`config.mk`:
```
export PLATFORM = sky130hd
export DESIGN_NAME = ilc_indicator
export DESIGN_NICKNAME = d
export VERILOG_FILES = /design/src/logic/ilc_pkg.sv /design/src/logic/ilc_flash.sv /design/src/logic/ilc_indicator.sv
export SDC_FILE = /design/constraint.sdc
export NUM_CORES = 1
export LEC_CHECK = 0
export BUFFER_PORTS_ARGS = -buffer_cell sky130_fd_sc_hd__buf_2
export CORE_ASPECT_RATIO = 1.25
export CORE_MARGIN = 2
export CORE_UTILIZATION = 50
export CTS_CLUSTER_SIZE = 10
export DETAILED_ROUTE_END_ITERATION = 6
export GPL_ROUTABILITY_DRIVEN = 0
export GPL_TIMING_DRIVEN = 0
export PLACE_DENSITY = 0.66
export SKIP_LAST_GASP = 1
export SLEW_MARGIN = 20
export SYNTH_ARGS = -nofsm -noshare
export SYNTH_HDL_FRONTEND = slang
export SYNTH_SLANG_ARGS = --single-unit
```
`constraint.sdc`:
```
create_clock -name mclk -period 29 [get_ports mclk]
set_input_delay 5.8 -clock mclk [delete_from_list [all_inputs] [get_ports mclk]]
set_output_delay 5.8 -clock mclk [all_outputs]
set_load 0.03 [all_outputs]
```
`src/logic/ilc_pkg.sv`:
```
`default_nettype none
package ilc_pkg;
    // Register offsets on the plain register port (byte addresses)
    localparam logic [7:0] ADDR_BOARD_CTRL = 8'h00;
    localparam logic [7:0] ADDR_CHAN1_CTRL = 8'h04;
    localparam logic [7:0] ADDR_CHAN2_CTRL = 8'h08;
    localparam logic [7:0] ADDR_CHAN3_CTRL = 8'h0c;
    localparam logic [7:0] ADDR_CHAN4_CTRL = 8'h10;
    localparam logic [7:0] ADDR_PIN_SOURCE = 8'h14;
    localparam logic [7:0] ADDR_LED_STATUS = 8'h18;
    // Field positions
    localparam int BOARD_RED_BIT   = 25;
    localparam int BOARD_GREEN_BIT = 24;
    localparam int CH_RED_HI       = 23;
    localparam int CH_RED_LO       = 22;
    localparam int CH_GREEN_HI     = 21;
    localparam int CH_GREEN_LO     = 20;
    localparam int TERM_DIS_BIT    = 30;
    // Two-bit indicator field encoding
    localparam logic [1:0] FIELD_OFF = 2'h2;
    localparam logic [1:0] FIELD_ON  = 2'h3;
    localparam logic [31:0] REG_RESET = 32'h0000_0000;
    // Firmware status flash timing
    localparam int FLASH_HALF_MS = 125;
    localparam int FLASH_COUNT   = 8;
    localparam int CLK_KHZ       = 100000;
    localparam int FLASH_HALF_CYC = FLASH_HALF_MS * CLK_KHZ;
endpackage : ilc_pkg
`default_nettype wire

```
`src/logic/ilc_flash.sv`:
```
`timescale 1ns/1ps
`default_nettype none
module ilc_flash #(
    parameter int HALF_CYC = ilc_pkg::FLASH_HALF_CYC,
    parameter int FLASHES  = ilc_pkg::FLASH_COUNT
) (
    input  wire logic mclk,     // System clock
    input  wire logic rst,      // Async reset, active high
    input  wire logic restart,  // Start a new flash sequence
    output logic      led       // Flashing output
);
    // The phase counter is eight bits wide, so at most 127 flashes fit
    if (HALF_CYC < 1 || FLASHES < 1 || FLASHES > 127) begin : g_bad_param
        $error("ilc_flash: bad parameters");
    end

    logic [31:0] cnt;
    logic [31:0] next_cnt;
    logic [7:0]  phases;
    logic [7:0]  next_phases;
    logic        next_led;

    always_comb begin
        next_cnt    = cnt;
        next_phases = phases;
        next_led    = led;
        if (restart) begin
            next_cnt    = 32'h0;
            next_phases = 8'(2 * FLASHES);
            next_led    = 1'b1;
        end else if (phases != 8'h0) begin
            if (cnt == 32'(HALF_CYC - 1)) begin
                next_cnt    = 32'h0;
                next_phases = phases - 8'h1;
                next_led    = (phases != 8'h1) ? ~led : 1'b0;
            end else begin
                next_cnt = cnt + 32'h1;
            end
        end else begin
            next_led = 1'b0;
        end
    end

    // Flash starts at reset release and on each restart, then stays dark
    always_ff @(posedge mclk or posedge rst) begin
        if (rst) begin
            cnt    <= 32'h0;
            phases <= 8'(2 * FLASHES);
            led    <= 1'b1;
        end else begin
            cnt    <= next_cnt;
            phases <= next_phases;
            led    <= next_led;
        end
    end
endmodule : ilc_flash
`default_nettype wire

```
`src/logic/ilc_indicator.sv`:
```
`timescale 1ns/1ps
`default_nettype none
module ilc_indicator #(
    parameter int          FLASH_HALF = ilc_pkg::FLASH_HALF_CYC,
    parameter logic [3:0]  FW_REV     = 4'h5  // Arbitrary firmware revision low bits
) (
    input  wire logic        mclk,          // System clock
    input  wire logic        rst,           // Async reset, active high
    input  wire logic [7:0]  addr,          // Register byte address
    input  wire logic [31:0] wdata,         // Write data
    input  wire logic        wr,            // Write strobe
    input  wire logic        rd,            // Read strobe
    output logic      [31:0] rdata,         // Read data, cycle after rd
    input  wire logic        link_up,       // Host link established
    input  wire logic        link_reset,    // Host link reset pulse
    output logic      [1:0]  board_bicolor_indicator, // {red, green}
    output logic      [1:0]  chan4_indicator,         // {red, green}
    output logic      [1:0]  chan3_indicator,         // {red, green}
    output logic      [1:0]  chan2_indicator,         // {red, green}
    output logic      [1:0]  chan1_indicator,         // {red, green}
    output logic             link_state_indicator,    // Green element
    output logic             firmware_state_indicator, // Status element
    output logic             term_disable   // Internal termination off
);
    logic [31:0] board_ctrl;
    logic [31:0] pin_src;
    logic [3:0][31:0] chan_ctrl;   // Index 0 is channel 1
    logic [31:0] next_board_ctrl;
    logic [31:0] next_pin_src;
    logic [3:0][31:0] next_chan_ctrl;
    logic [31:0] next_rdata;
    logic [3:0][1:0] ind;          // Index 0 is channel 1
    // A net, so that each channel's decode may drive its own slice
    wire logic [3:0][1:0] next_ind;
    logic [1:0]  next_board_ind;
    logic        next_link_ind;
    logic        next_term;
    logic        all_zero;
    logic        flash_led;

    if (FLASH_HALF < 1) begin : g_bad_param
        $error("ilc_indicator: FLASH_HALF must be at least 1");
    end

    ilc_flash #(.HALF_CYC(FLASH_HALF), .FLASHES(ilc_pkg::FLASH_COUNT)) u_flash (
        .mclk    (mclk),
        .rst     (rst),
        .restart (link_reset),
        .led     (flash_led)
    );

    function automatic logic field_state(input logic [1:0] f, input logic cur);
        // 10 forces off, 11 forces on, other codes keep the element as it is
        if (f == ilc_pkg::FIELD_OFF)     return 1'b0;
        else if (f == ilc_pkg::FIELD_ON) return 1'b1;
        else                             return cur;
    endfunction : field_state

    always_comb begin
        next_board_ctrl = board_ctrl;
        next_pin_src    = pin_src;
        next_chan_ctrl  = chan_ctrl;
        next_rdata      = 32'h0;
        if (wr) begin
            unique case (addr)
                ilc_pkg::ADDR_BOARD_CTRL: next_board_ctrl = wdata;
                ilc_pkg::ADDR_CHAN1_CTRL: next_chan_ctrl[0] = wdata;
                ilc_pkg::ADDR_CHAN2_CTRL: next_chan_ctrl[1] = wdata;
                ilc_pkg::ADDR_CHAN3_CTRL: next_chan_ctrl[2] = wdata;
                ilc_pkg::ADDR_CHAN4_CTRL: next_chan_ctrl[3] = wdata;
                ilc_pkg::ADDR_PIN_SOURCE: next_pin_src = wdata;
                default: ;
            endcase
        end
        if (rd) begin
            unique case (addr)
                ilc_pkg::ADDR_BOARD_CTRL: next_rdata = board_ctrl;
                ilc_pkg::ADDR_CHAN1_CTRL: next_rdata = chan_ctrl[0];
                ilc_pkg::ADDR_CHAN2_CTRL: next_rdata = chan_ctrl[1];
                ilc_pkg::ADDR_CHAN3_CTRL: next_rdata = chan_ctrl[2];
                ilc_pkg::ADDR_CHAN4_CTRL: next_rdata = chan_ctrl[3];
                ilc_pkg::ADDR_PIN_SOURCE: next_rdata = pin_src;
                ilc_pkg::ADDR_LED_STATUS:
                    next_rdata = {20'h0, firmware_state_indicator, link_state_indicator,
                                  board_bicolor_indicator, ind[3], ind[2], ind[1], ind[0]};
                default: next_rdata = 32'h0;  // Unmapped reads as zero
            endcase
        end
    end

    always_comb begin
        all_zero = 1'b1;
        for (int i = 0; i < 4; i++) begin
            if (chan_ctrl[i][ilc_pkg::CH_RED_HI:ilc_pkg::CH_GREEN_LO] != 4'h0)
                all_zero = 1'b0;
        end
    end

    // Channel indicator decode, one per channel register
    for (genvar g = 0; g < 4; g++) begin : g_chan
        logic [1:0] next_chan_ind;
        always_comb begin
            next_chan_ind[1] = field_state(
                chan_ctrl[g][ilc_pkg::CH_RED_HI:ilc_pkg::CH_RED_LO], ind[g][1]);
            next_chan_ind[0] = field_state(
                chan_ctrl[g][ilc_pkg::CH_GREEN_HI:ilc_pkg::CH_GREEN_LO], ind[g][0]);
            if (all_zero) begin
                // Channel n shows revision bit n-1, so chan1 holds bit 0
                next_chan_ind = {1'b0, FW_REV[g]};
            end
        end
        assign next_ind[g] = next_chan_ind;
    end

    always_comb begin
        next_board_ind = {board_ctrl[ilc_pkg::BOARD_RED_BIT],
                          board_ctrl[ilc_pkg::BOARD_GREEN_BIT]};
        next_link_ind  = ~link_up;
        next_term      = pin_src[ilc_pkg::TERM_DIS_BIT];
    end

    always_ff @(posedge mclk or posedge rst) begin
        if (rst) begin
            board_ctrl               <= ilc_pkg::REG_RESET;
            pin_src                  <= ilc_pkg::REG_RESET;
            chan_ctrl                <= '0;
            rdata                    <= 32'h0;
            ind                      <= '0;
            board_bicolor_indicator  <= 2'h0;
            link_state_indicator     <= 1'b1;
            term_disable             <= 1'b0;
        end else begin
            board_ctrl               <= next_board_ctrl;
            pin_src                  <= next_pin_src;
            chan_ctrl                <= next_chan_ctrl;
            rdata                    <= next_rdata;
            ind                      <= next_ind;
            board_bicolor_indicator  <= next_board_ind;
            link_state_indicator     <= next_link_ind;
            term_disable             <= next_term;
        end
    end

    // Direct mapping: channel 1 feeds the first channel indicator, channel 4 the last
    always_ff @(posedge mclk or posedge rst) begin
        if (rst) begin
            chan4_indicator <= 2'h0;
            chan3_indicator <= 2'h0;
            chan2_indicator <= 2'h0;
            chan1_indicator <= 2'h0;
            firmware_state_indicator <= 1'b1;
        end else begin
            chan4_indicator <= next_ind[3];
            chan3_indicator <= next_ind[2];
            chan2_indicator <= next_ind[1];
            chan1_indicator <= next_ind[0];
            firmware_state_indicator <= flash_led;
        end
    end
endmodule : ilc_indicator
`default_nettype wire

```
==> results.txt, run 1 <==
----------------------------------------------------
[Floorplanning]
  Io pins ... 91
  Area of the die ... 25800 µm²
  Core Box Area ... 24300 µm²
  Starting utilization of the core area ... 50.5%
  Horiz. Die Dim ... 144 µm
  Vertical die dimension ... 179 µm
  Row count ... 64

[Power and ir drop]
  Switching share of total power ... 22.9%
  Peak supply drop ... 0.0434 mV
  Pwr Density ... 57.0 nW/µm²
  Combinational group share of total power ... 5.1%
  Leak ... 6.73 nW
  Total net switching power ... 0.000184 W
  Share of total power in sequential cells ... 51.1%
  Cell Int Power ... 0.000620 W
  Part of the total power dissipated in the clock network ... 43.8%

[Synth]
  Flops & latches, synth ... 278
  Post-Synthesis Cell Area ... 12300 µm²
  Net Count, Synth ... 1010
  Largest cells by area after synthesis ... sky130_fd_sc_hd__dfrtp_1 56%, sky130_fd_sc_hd__mux2_2 8.9%, sky130_fd_sc_hd__mux2_1 8.8%
  Most frequently used cell type in the post-synthesis netlist ... sky130_fd_sc_hd__dfrtp_1
  Portion of synthesized cell area occupied by the leading cell type ... 55.9%
  Cell taking the most area after synthesis ... sky130_fd_sc_hd__dfrtp_1
  Mean Syn Cell Area ... 12.8 µm²
  Top cells by instance count after synthesis ... 274 x sky130_fd_sc_hd__dfrtp_1, 97 x sky130_fd_sc_hd__mux2_2, 96 x sky130_fd_sc_hd__mux2_1, 45 x sky130_fd_sc_hd__nor2_1, 41 x sky130_fd_sc_hd__a31oi_1
  Post-synthesis sequential area ratio ... 56.8%
  Post-synthesis async set-or-reset flop share ... 100%
  Number of synthesized flops with an enable pin ... 0
  Top flip-flop cell by instance count after synthesis ... sky130_fd_sc_hd__dfrtp_1
  Count of cell types in the netlist ... 60
  Number of warning messages in the yosys log ... 0
  Count of mapped cells out of synthesis ... 960

[Hold path]
  Min-Delay Path Class ... flip-flop to flip-flop

[Placement]
  Setup WS pre-CTS ... 20970 ps
  Number of buffer cells added on primary ports ... 89
  Hpwl dp ... 19900 µm
  Number of cells after detailed placement ... 1382

[Clock network]
  CTS Root Buffer Type ... sky130_fd_sc_hd__clkbuf_16
  Total of hold buffers inserted after clock tree synthesis ... 0
  Later-pin clock latency in the skew report ... 570 ps
  Clk buf depth ... 3
  TritonCTS clock tree ... yes
  Clock sinks ... 278
  Number of H-tree levels ... 1
  Clock transition at the register clock pins on the worst setup and hold paths after CTS ... 60 ps
  Cts repair resizes ... 0
  Number of clock buffers inserted by TritonCTS ... 31
  Post-CTS repair timing setup buffer count ... 0

[Global routing]
  Number of antenna violations at the first check in global routing ... 2
  Total grt overflow ... 0
  Via count of the first global-routing pass ... 8822
  Overall Global Routing Usage ... 24.2%
  Largest net degree at the start of global routing ... 94
  Wire length of the first global-routing pass ... 48500 µm

[Final layout]
  Final Non-Filler Cells ... 1442
  Final Core Density ... 58.1%
  Fraction of final layout cells sized beyond drive strength 1 ... 23.6%
  Nets ... 1135
  Layout Area Growth over Synthesis ... 15.1%

[STA]
  Maximum clock frequency ... 134 MHz
  Post-route minimum period ... 7460 ps
  Final Worst Setup Slack ... 21540 ps
  Setup TNS Final ... 0 ps
  RSZ-0062 raised after global routing ... false
  Count of endpoints failing hold in the final timing report ... 0
  Final Skew ... 23.5 ps
  Max-slew headroom ... 43.1%
  Final-report max-slew violation count ... 0
  Transition time at the pin with the least slew margin ... 853 ps
  Final setup violating endpoints ... 0
  Final worst path period share ... 25.7%

[Run status]
  Run status ... finished clean

[Worst setup path]
  WP data arrival ... 7890 ps
  Required time reported for the critical path endpoint ... 29430 ps
  Critical Setup Path Class ... input port to flip-flop
  Type of origin of the critical path ... input port
  Crit path capture type ... flip-flop
  Maximum fanout along the worst path ... 10

[Detailed routing]
  Drc violations ... 0
  Routed via count ... 8688
  Post-DR vias/cell ... 6.02
  Sum of routed wire length over all layers ... 30200 µm
  Iteration-0 DRC count of the detailed router ... 641
  First-pass DRT Iterations ... 6
  Average wire per standard cell ... 20.9 µm
  Post-detailed-route count of antenna-violating nets ... 0

[Flow run]
  Maximum capacitance violations ... 0

----------------------------------------------------
-- layout by cell type, fill, tap and decap left out, types with 35 or more instances in the layout --
| cell | instances |
|---|---|
| sky130_fd_sc_hd__a31oi_1 | 41 |
| sky130_fd_sc_hd__buf_2 | 105 |
| sky130_fd_sc_hd__clkbuf_1 | 54 |
| sky130_fd_sc_hd__dfrtp_1 | 274 |
| sky130_fd_sc_hd__mux2_1 | 96 |
| sky130_fd_sc_hd__mux2_2 | 97 |
| sky130_fd_sc_hd__mux2i_1 | 35 |
| sky130_fd_sc_hd__nand2_1 | 39 |
| sky130_fd_sc_hd__nor2_1 | 45 |
-- metal layers --
metal / up-vias / track usage [%] / share of wire [%]
met5: - / 0 / 0.043
met2: 268 / 40.5 / 49
met1: 4445 / 32.7 / 43
met3: 63 / 3.26 / 5.5
li1: 3910 / - / -
met4: 2 / 7.92 / 2.6
-- power groups by stage --
| stage | Sequential, W | Clock [W] | Combinational, W |
|---|---|---|---|
| detailed placement | 0.000417 | 0 | 0.0000414 |
| floorplan | 0.000416 | 0 | 0.0000252 |
| finish | 0.000411 | 0.000352 | 0.0000408 |
| global placement | 0.000417 | 0 | 0.0000388 |
| global route | 0.000412 | 0.000377 | 0.0000456 |
| CTS | 0.000410 | 0.000360 | 0.0000416 |
-- area by class of cell --
| type | count | area (µm²) |
|---|---|---|
| sequential | 278 | 6960 |
| clock inverter | 1 | 20.0 |
| multi-input combinational | 606 | 4980 |
| clock buffer | 57 | 873 |
| tap | 330 | 413 |
| antenna | 2 | 5.00 |
| inverter | 15 | 63.8 |
| fill | 2030 | 10200 |
| timing repair buffer | 92 | 528 |
| buffer | 61 | 264 |
-- worst max-delay path: stages --
cell and delay (ps):
sky130_fd_sc_hd__buf_2 110, sky130_fd_sc_hd__nor2_1 310, sky130_fd_sc_hd__nand3b_1 170, sky130_fd_sc_hd__nor2_1 400, sky130_fd_sc_hd__nand2_1 280, sky130_fd_sc_hd__buf_1 410, sky130_fd_sc_hd__mux2_2 390
-- worst paths after layout --
kind / startpoint / end / slack [ps] / cells after the start
max in group asynchronous: rst / board_ctrl[14] / 22950 / 3
worst min-delay path: u_flash.led / firmware_state_indicator / 390 / 0
worst max-delay path: addr[1] / chan_ctrl[50] / 21540 / 7
worst max register to register: u_flash.phases[5] / u_flash.cnt[13] / 26550 / 7
worst min register to register: u_flash.led / firmware_state_indicator / 390 / 0
min in group asynchronous: rst / chan_ctrl[25] / 5250 / 2
-- logic make-up after synthesis --
group           after synthesis  share of synthesized area (%)
flops                       278                           56.8
mux                         228                           20.6
simple gates                208                           9.85
compound gates              165                           9.69
buf+inv                      76                           2.61
fa+ha+maj                     4                          0.408
xor+xnor                      1                         0.0715
-- metrics by stage --
step | hold WS [ps] | total power [W] | instance area, µm²
final | 387 | 0.000804 | 14100
after global routing | 400 | 0.000835 | 14100
after CTS | 387 | 0.000812 | 14100
after detailed placement | 376 | 0.000459 | 13200
after global placement | 376 | 0.000456 | 13100
after floorplan | 356 | 0.000441 | 12300
-- state kept, by name (all words and copies together) (netlist names), 2 cells and up --
signal,count
chan1_indicator,2
chan_ctrl,128
pin_src,32
chan4_indicator,2
board_ctrl,32
chan3_indicator,2
rdata,32
u_flash.cnt,32
board_bicolor_indicator,2
chan2_indicator,2
u_flash.phases,8
No activity file was read; power rests on OpenSTA's default activity.
==> inputs of run 2 (changes only) <==
==> constraint.sdc (replaced) <==
create_clock -name mclk -period 7.5 [get_ports mclk]
set_input_delay 1.5 -clock mclk [delete_from_list [all_inputs] [get_ports mclk]]
set_output_delay 1.5 -clock mclk [all_outputs]
set_load 0.03 [all_outputs]
==> run 2 against run 1 <==
Critical path depth fell by 1. Sequential cell count unchanged. Highest routed layer unchanged. Routed wire length up 1.7%. Clock-buffer cell count decreased by 11. Clock power grew to 4.1 times the previous value. Largest power group unchanged. Cell area rose by 1.3%. Utilization up 0.76 points. Clock skew fell by 13 ps.
==> results.txt, run 2 (same netlist as run 1, synthesis figures left out) <==
----------------------------------------------------
[Run status]
  Run status ... finished clean

[Detailed routing]
  Sum of routed wire length over all layers ... 30700 µm (+1.7%)
  Drc violations ... 0 (unchanged)
  First-pass DRT Iterations ... 6 (unchanged)
  Routed via count ... 8746 (+0.67%)
  Average wire per standard cell ... 21.4 µm (+2.0%)
  Post-DR vias/cell ... 6.08 (+0.95%)
  Iteration-0 DRC count of the detailed router ... 660 (+3.0%)
  Post-detailed-route count of antenna-violating nets ... 0 (unchanged)

[Power and ir drop]
  Share of total power in sequential cells ... 49.7% (-1.4 points)
  Pwr Density ... 224 nW/µm² (+290%)
  Switching share of total power ... 22.4% (-0.47 points)
  Leak ... 6.83 nW (+1.4%)
  Combinational group share of total power ... 5.2% (about the same)
  Peak supply drop ... 0.134 mV (+210%)
  Cell Int Power ... 0.00248 W (+300%)
  Part of the total power dissipated in the clock network ... 45.1% (+1.3 points)
  Total net switching power ... 0.000716 W (+290%)
  Total design power ... 0.00320 W (+300%)

[Worst setup path]
  Reg2reg start ... u_flash.cnt[0]
  Number of cell instances on the worst register-to-register path ... 8 (+1)
  Maximum fanout along the worst path ... 10 (unchanged)
  WP data arrival ... 3690 ps (-4200 ps)
  R2R setup slack ... 5100 ps (-21450 ps)
  Required time reported for the critical path endpoint ... 7880 ps (-21550 ps)
  Worst reg2reg endpoint ... u_flash.cnt[22]
  Critical Setup Path Class ... input port to flip-flop
  Crit path capture type ... flip-flop
  Type of origin of the critical path ... input port

[Floorplanning]
  Horiz. Die Dim ... 144 µm (unchanged)
  Row count ... 64 (unchanged)
  Core Box Area ... 24300 µm² (unchanged)
  Area of the die ... 25800 µm² (unchanged)
  Starting utilization of the core area ... 50.5% (unchanged)
  Io pins ... 91 (unchanged)
  Vertical die dimension ... 179 µm (unchanged)

[Final layout]
  Most common cell after layout, fill and taps aside ... sky130_fd_sc_hd__dfrtp_1
  Area taken by multi-input logic gates ... 4980 µm² (unchanged)
  Fraction of final layout cells sized beyond drive strength 1 ... 24.8% (+1.2 points)
  Highest-count cells in the layout ignoring fill and taps ... 274 x sky130_fd_sc_hd__dfrtp_1, 105 x sky130_fd_sc_hd__buf_2, 97 x sky130_fd_sc_hd__mux2_2
  Nets ... 1145 (+0.88%)
  Fill cell total of the finished layout ... 1949 (-4.0%)
  Layout Area Growth over Synthesis ... 16.6%
  Flip-flop and latch area ... 6960 µm² (unchanged)
  Number of flip-flops under the largest register name ... 128 (unchanged)
  Largest Register ... chan_ctrl

[Clock network]
  Number of clock buffers inserted by TritonCTS ... 34 (+9.7%)
  Clock transition at the register clock pins on the worst setup and hold paths after CTS ... 50 ps (about the same)
  CTS Root Buffer Type ... sky130_fd_sc_hd__clkbuf_16
  Number of H-tree levels ... 2 (+1)
  Cts repair resizes ... 0 (unchanged)
  Post-CTS repair timing setup buffer count ... 0 (unchanged)
  Later-pin clock latency in the skew report ... 490 ps (-80 ps)
  Total of hold buffers inserted after clock tree synthesis ... 0 (unchanged)
  Clk buf depth ... 3 (unchanged)
  Clock sinks ... 278 (unchanged)
  TritonCTS clock tree ... yes

[STA]
  Final Worst Setup Slack ... 4190 ps (-17350 ps)
  Post-route minimum period ... 3310 ps
  Transition time at the pin with the least slew margin ... 886 ps (+32.9 ps)
  Maximum clock frequency ... 302 MHz
  WHS ... 383 ps (-3.65 ps)
  Max-slew headroom ... 40.9% (-2.2 points)
  Setup TNS Final ... 0 ps (unchanged)
  Final-report max-slew violation count ... 0 (unchanged)
  Count of endpoints failing hold in the final timing report ... 0 (unchanged)
  Final Skew ... 10.2 ps (-13.3 ps)
  Final setup violating endpoints ... 0 (unchanged)
  Final worst path period share ... 44.2%
  RSZ-0062 raised after global routing ... false

[Global routing]
  Largest net degree at the start of global routing ... 33 (-65%)
  Total grt overflow ... 0 (unchanged)
  Via count of the first global-routing pass ... 8773 (-0.56%)
  Wire length of the first global-routing pass ... 49000 µm (+0.94%)
  Number of antenna violations at the first check in global routing ... 3 (+1)
  Overall Global Routing Usage ... 24.7% (+0.51 points)

[Hold path]
  Min-Delay Path Class ... flip-flop to flip-flop
  Worst hold path stage count ... 0 (unchanged)
  HP Start ... u_flash.led
  Min-Delay Endpoint ... firmware_state_indicator

[Placement]
  Hpwl dp ... 20500 µm (+2.7%)
  Setup WS pre-CTS ... 3760 ps (-17220 ps)
  Number of buffer cells added on primary ports ... 89 (unchanged)

[Flow run]
  Maximum capacitance violations ... 0 (unchanged)

----------------------------------------------------
run 2: through the flow:
| stage | std cells | util [%] | area [µm²] |
|---|---|---|---|
| after floorplan | 960 | - | 12300 |
| after global placement | 1379 | 54.1 | 13100 |
| after detailed placement | 1389 | 55.0 | 13300 |
| after CTS | 1437 | 58.9 | 14300 |
| after global routing | 1437 | 58.9 | 14300 |
| final | 1438 | 58.9 | 14300 |
run 2: power groups by stage:
| stage | sequential [W] | clock, W | combinational (W) |
|---|---|---|---|
| final | 0.00159 | 0.00144 | 0.000166 |
| after global routing | 0.00159 | 0.00153 | 0.000186 |
| after CTS | 0.00159 | 0.00147 | 0.000169 |
| after detailed placement | 0.00161 | 0 | 0.000169 |
| after global placement | 0.00161 | 0 | 0.000150 |
| after floorplan | 0.00161 | 0 | 0.0000975 |
run 2: per-layer routing:
| layer | vias up | global-route usage [%] | share of wire, % |
|---|---|---|---|
| li1 | 3912 | - | - |
| met1 | 4470 | 32.8 | 42 |
| met2 | 292 | 41.2 | 49 |
| met3 | 68 | 3.98 | 5.6 |
| met4 | 4 | 8.62 | 3.0 |
| met5 | - | 0 | 0.088 |
run 2: worst max-delay path by stage:
stage	startpoint	slack [ps]	cells past startpoint	endpoint
after detailed placement	addr[5]	3760	7	pin_src[6]
after global placement	rst	650	2	chan_ctrl[115]
after CTS	addr[5]	4270	7	pin_src[6]
after floorplan	rst	2320	1	board_bicolor_indicator[0]
after global routing	addr[5]	4140	7	pin_src[11]
final	addr[3]	4190	6	rdata[21]
run 2: layout make-up:
type,count,area share (%)
Sequential cell,278,48.7
Multi-Input combinational cell,606,34.8
Clock buffer,46,6.49
Timing Repair Buffer,99,4.68
Tap cell,330,2.89
Buffer,61,1.85
Inverter,15,0.420
Clock inverter,2,0.123
Antenna cell,1,0.0175
run 2: critical path, stage by stage:
cell and delay, ps:
sky130_fd_sc_hd__clkbuf_1 240, sky130_fd_sc_hd__or4_4 590, sky130_fd_sc_hd__nor2_1 210, sky130_fd_sc_hd__clkbuf_1 610, sky130_fd_sc_hd__a221oi_1 230, sky130_fd_sc_hd__a21oi_1 300
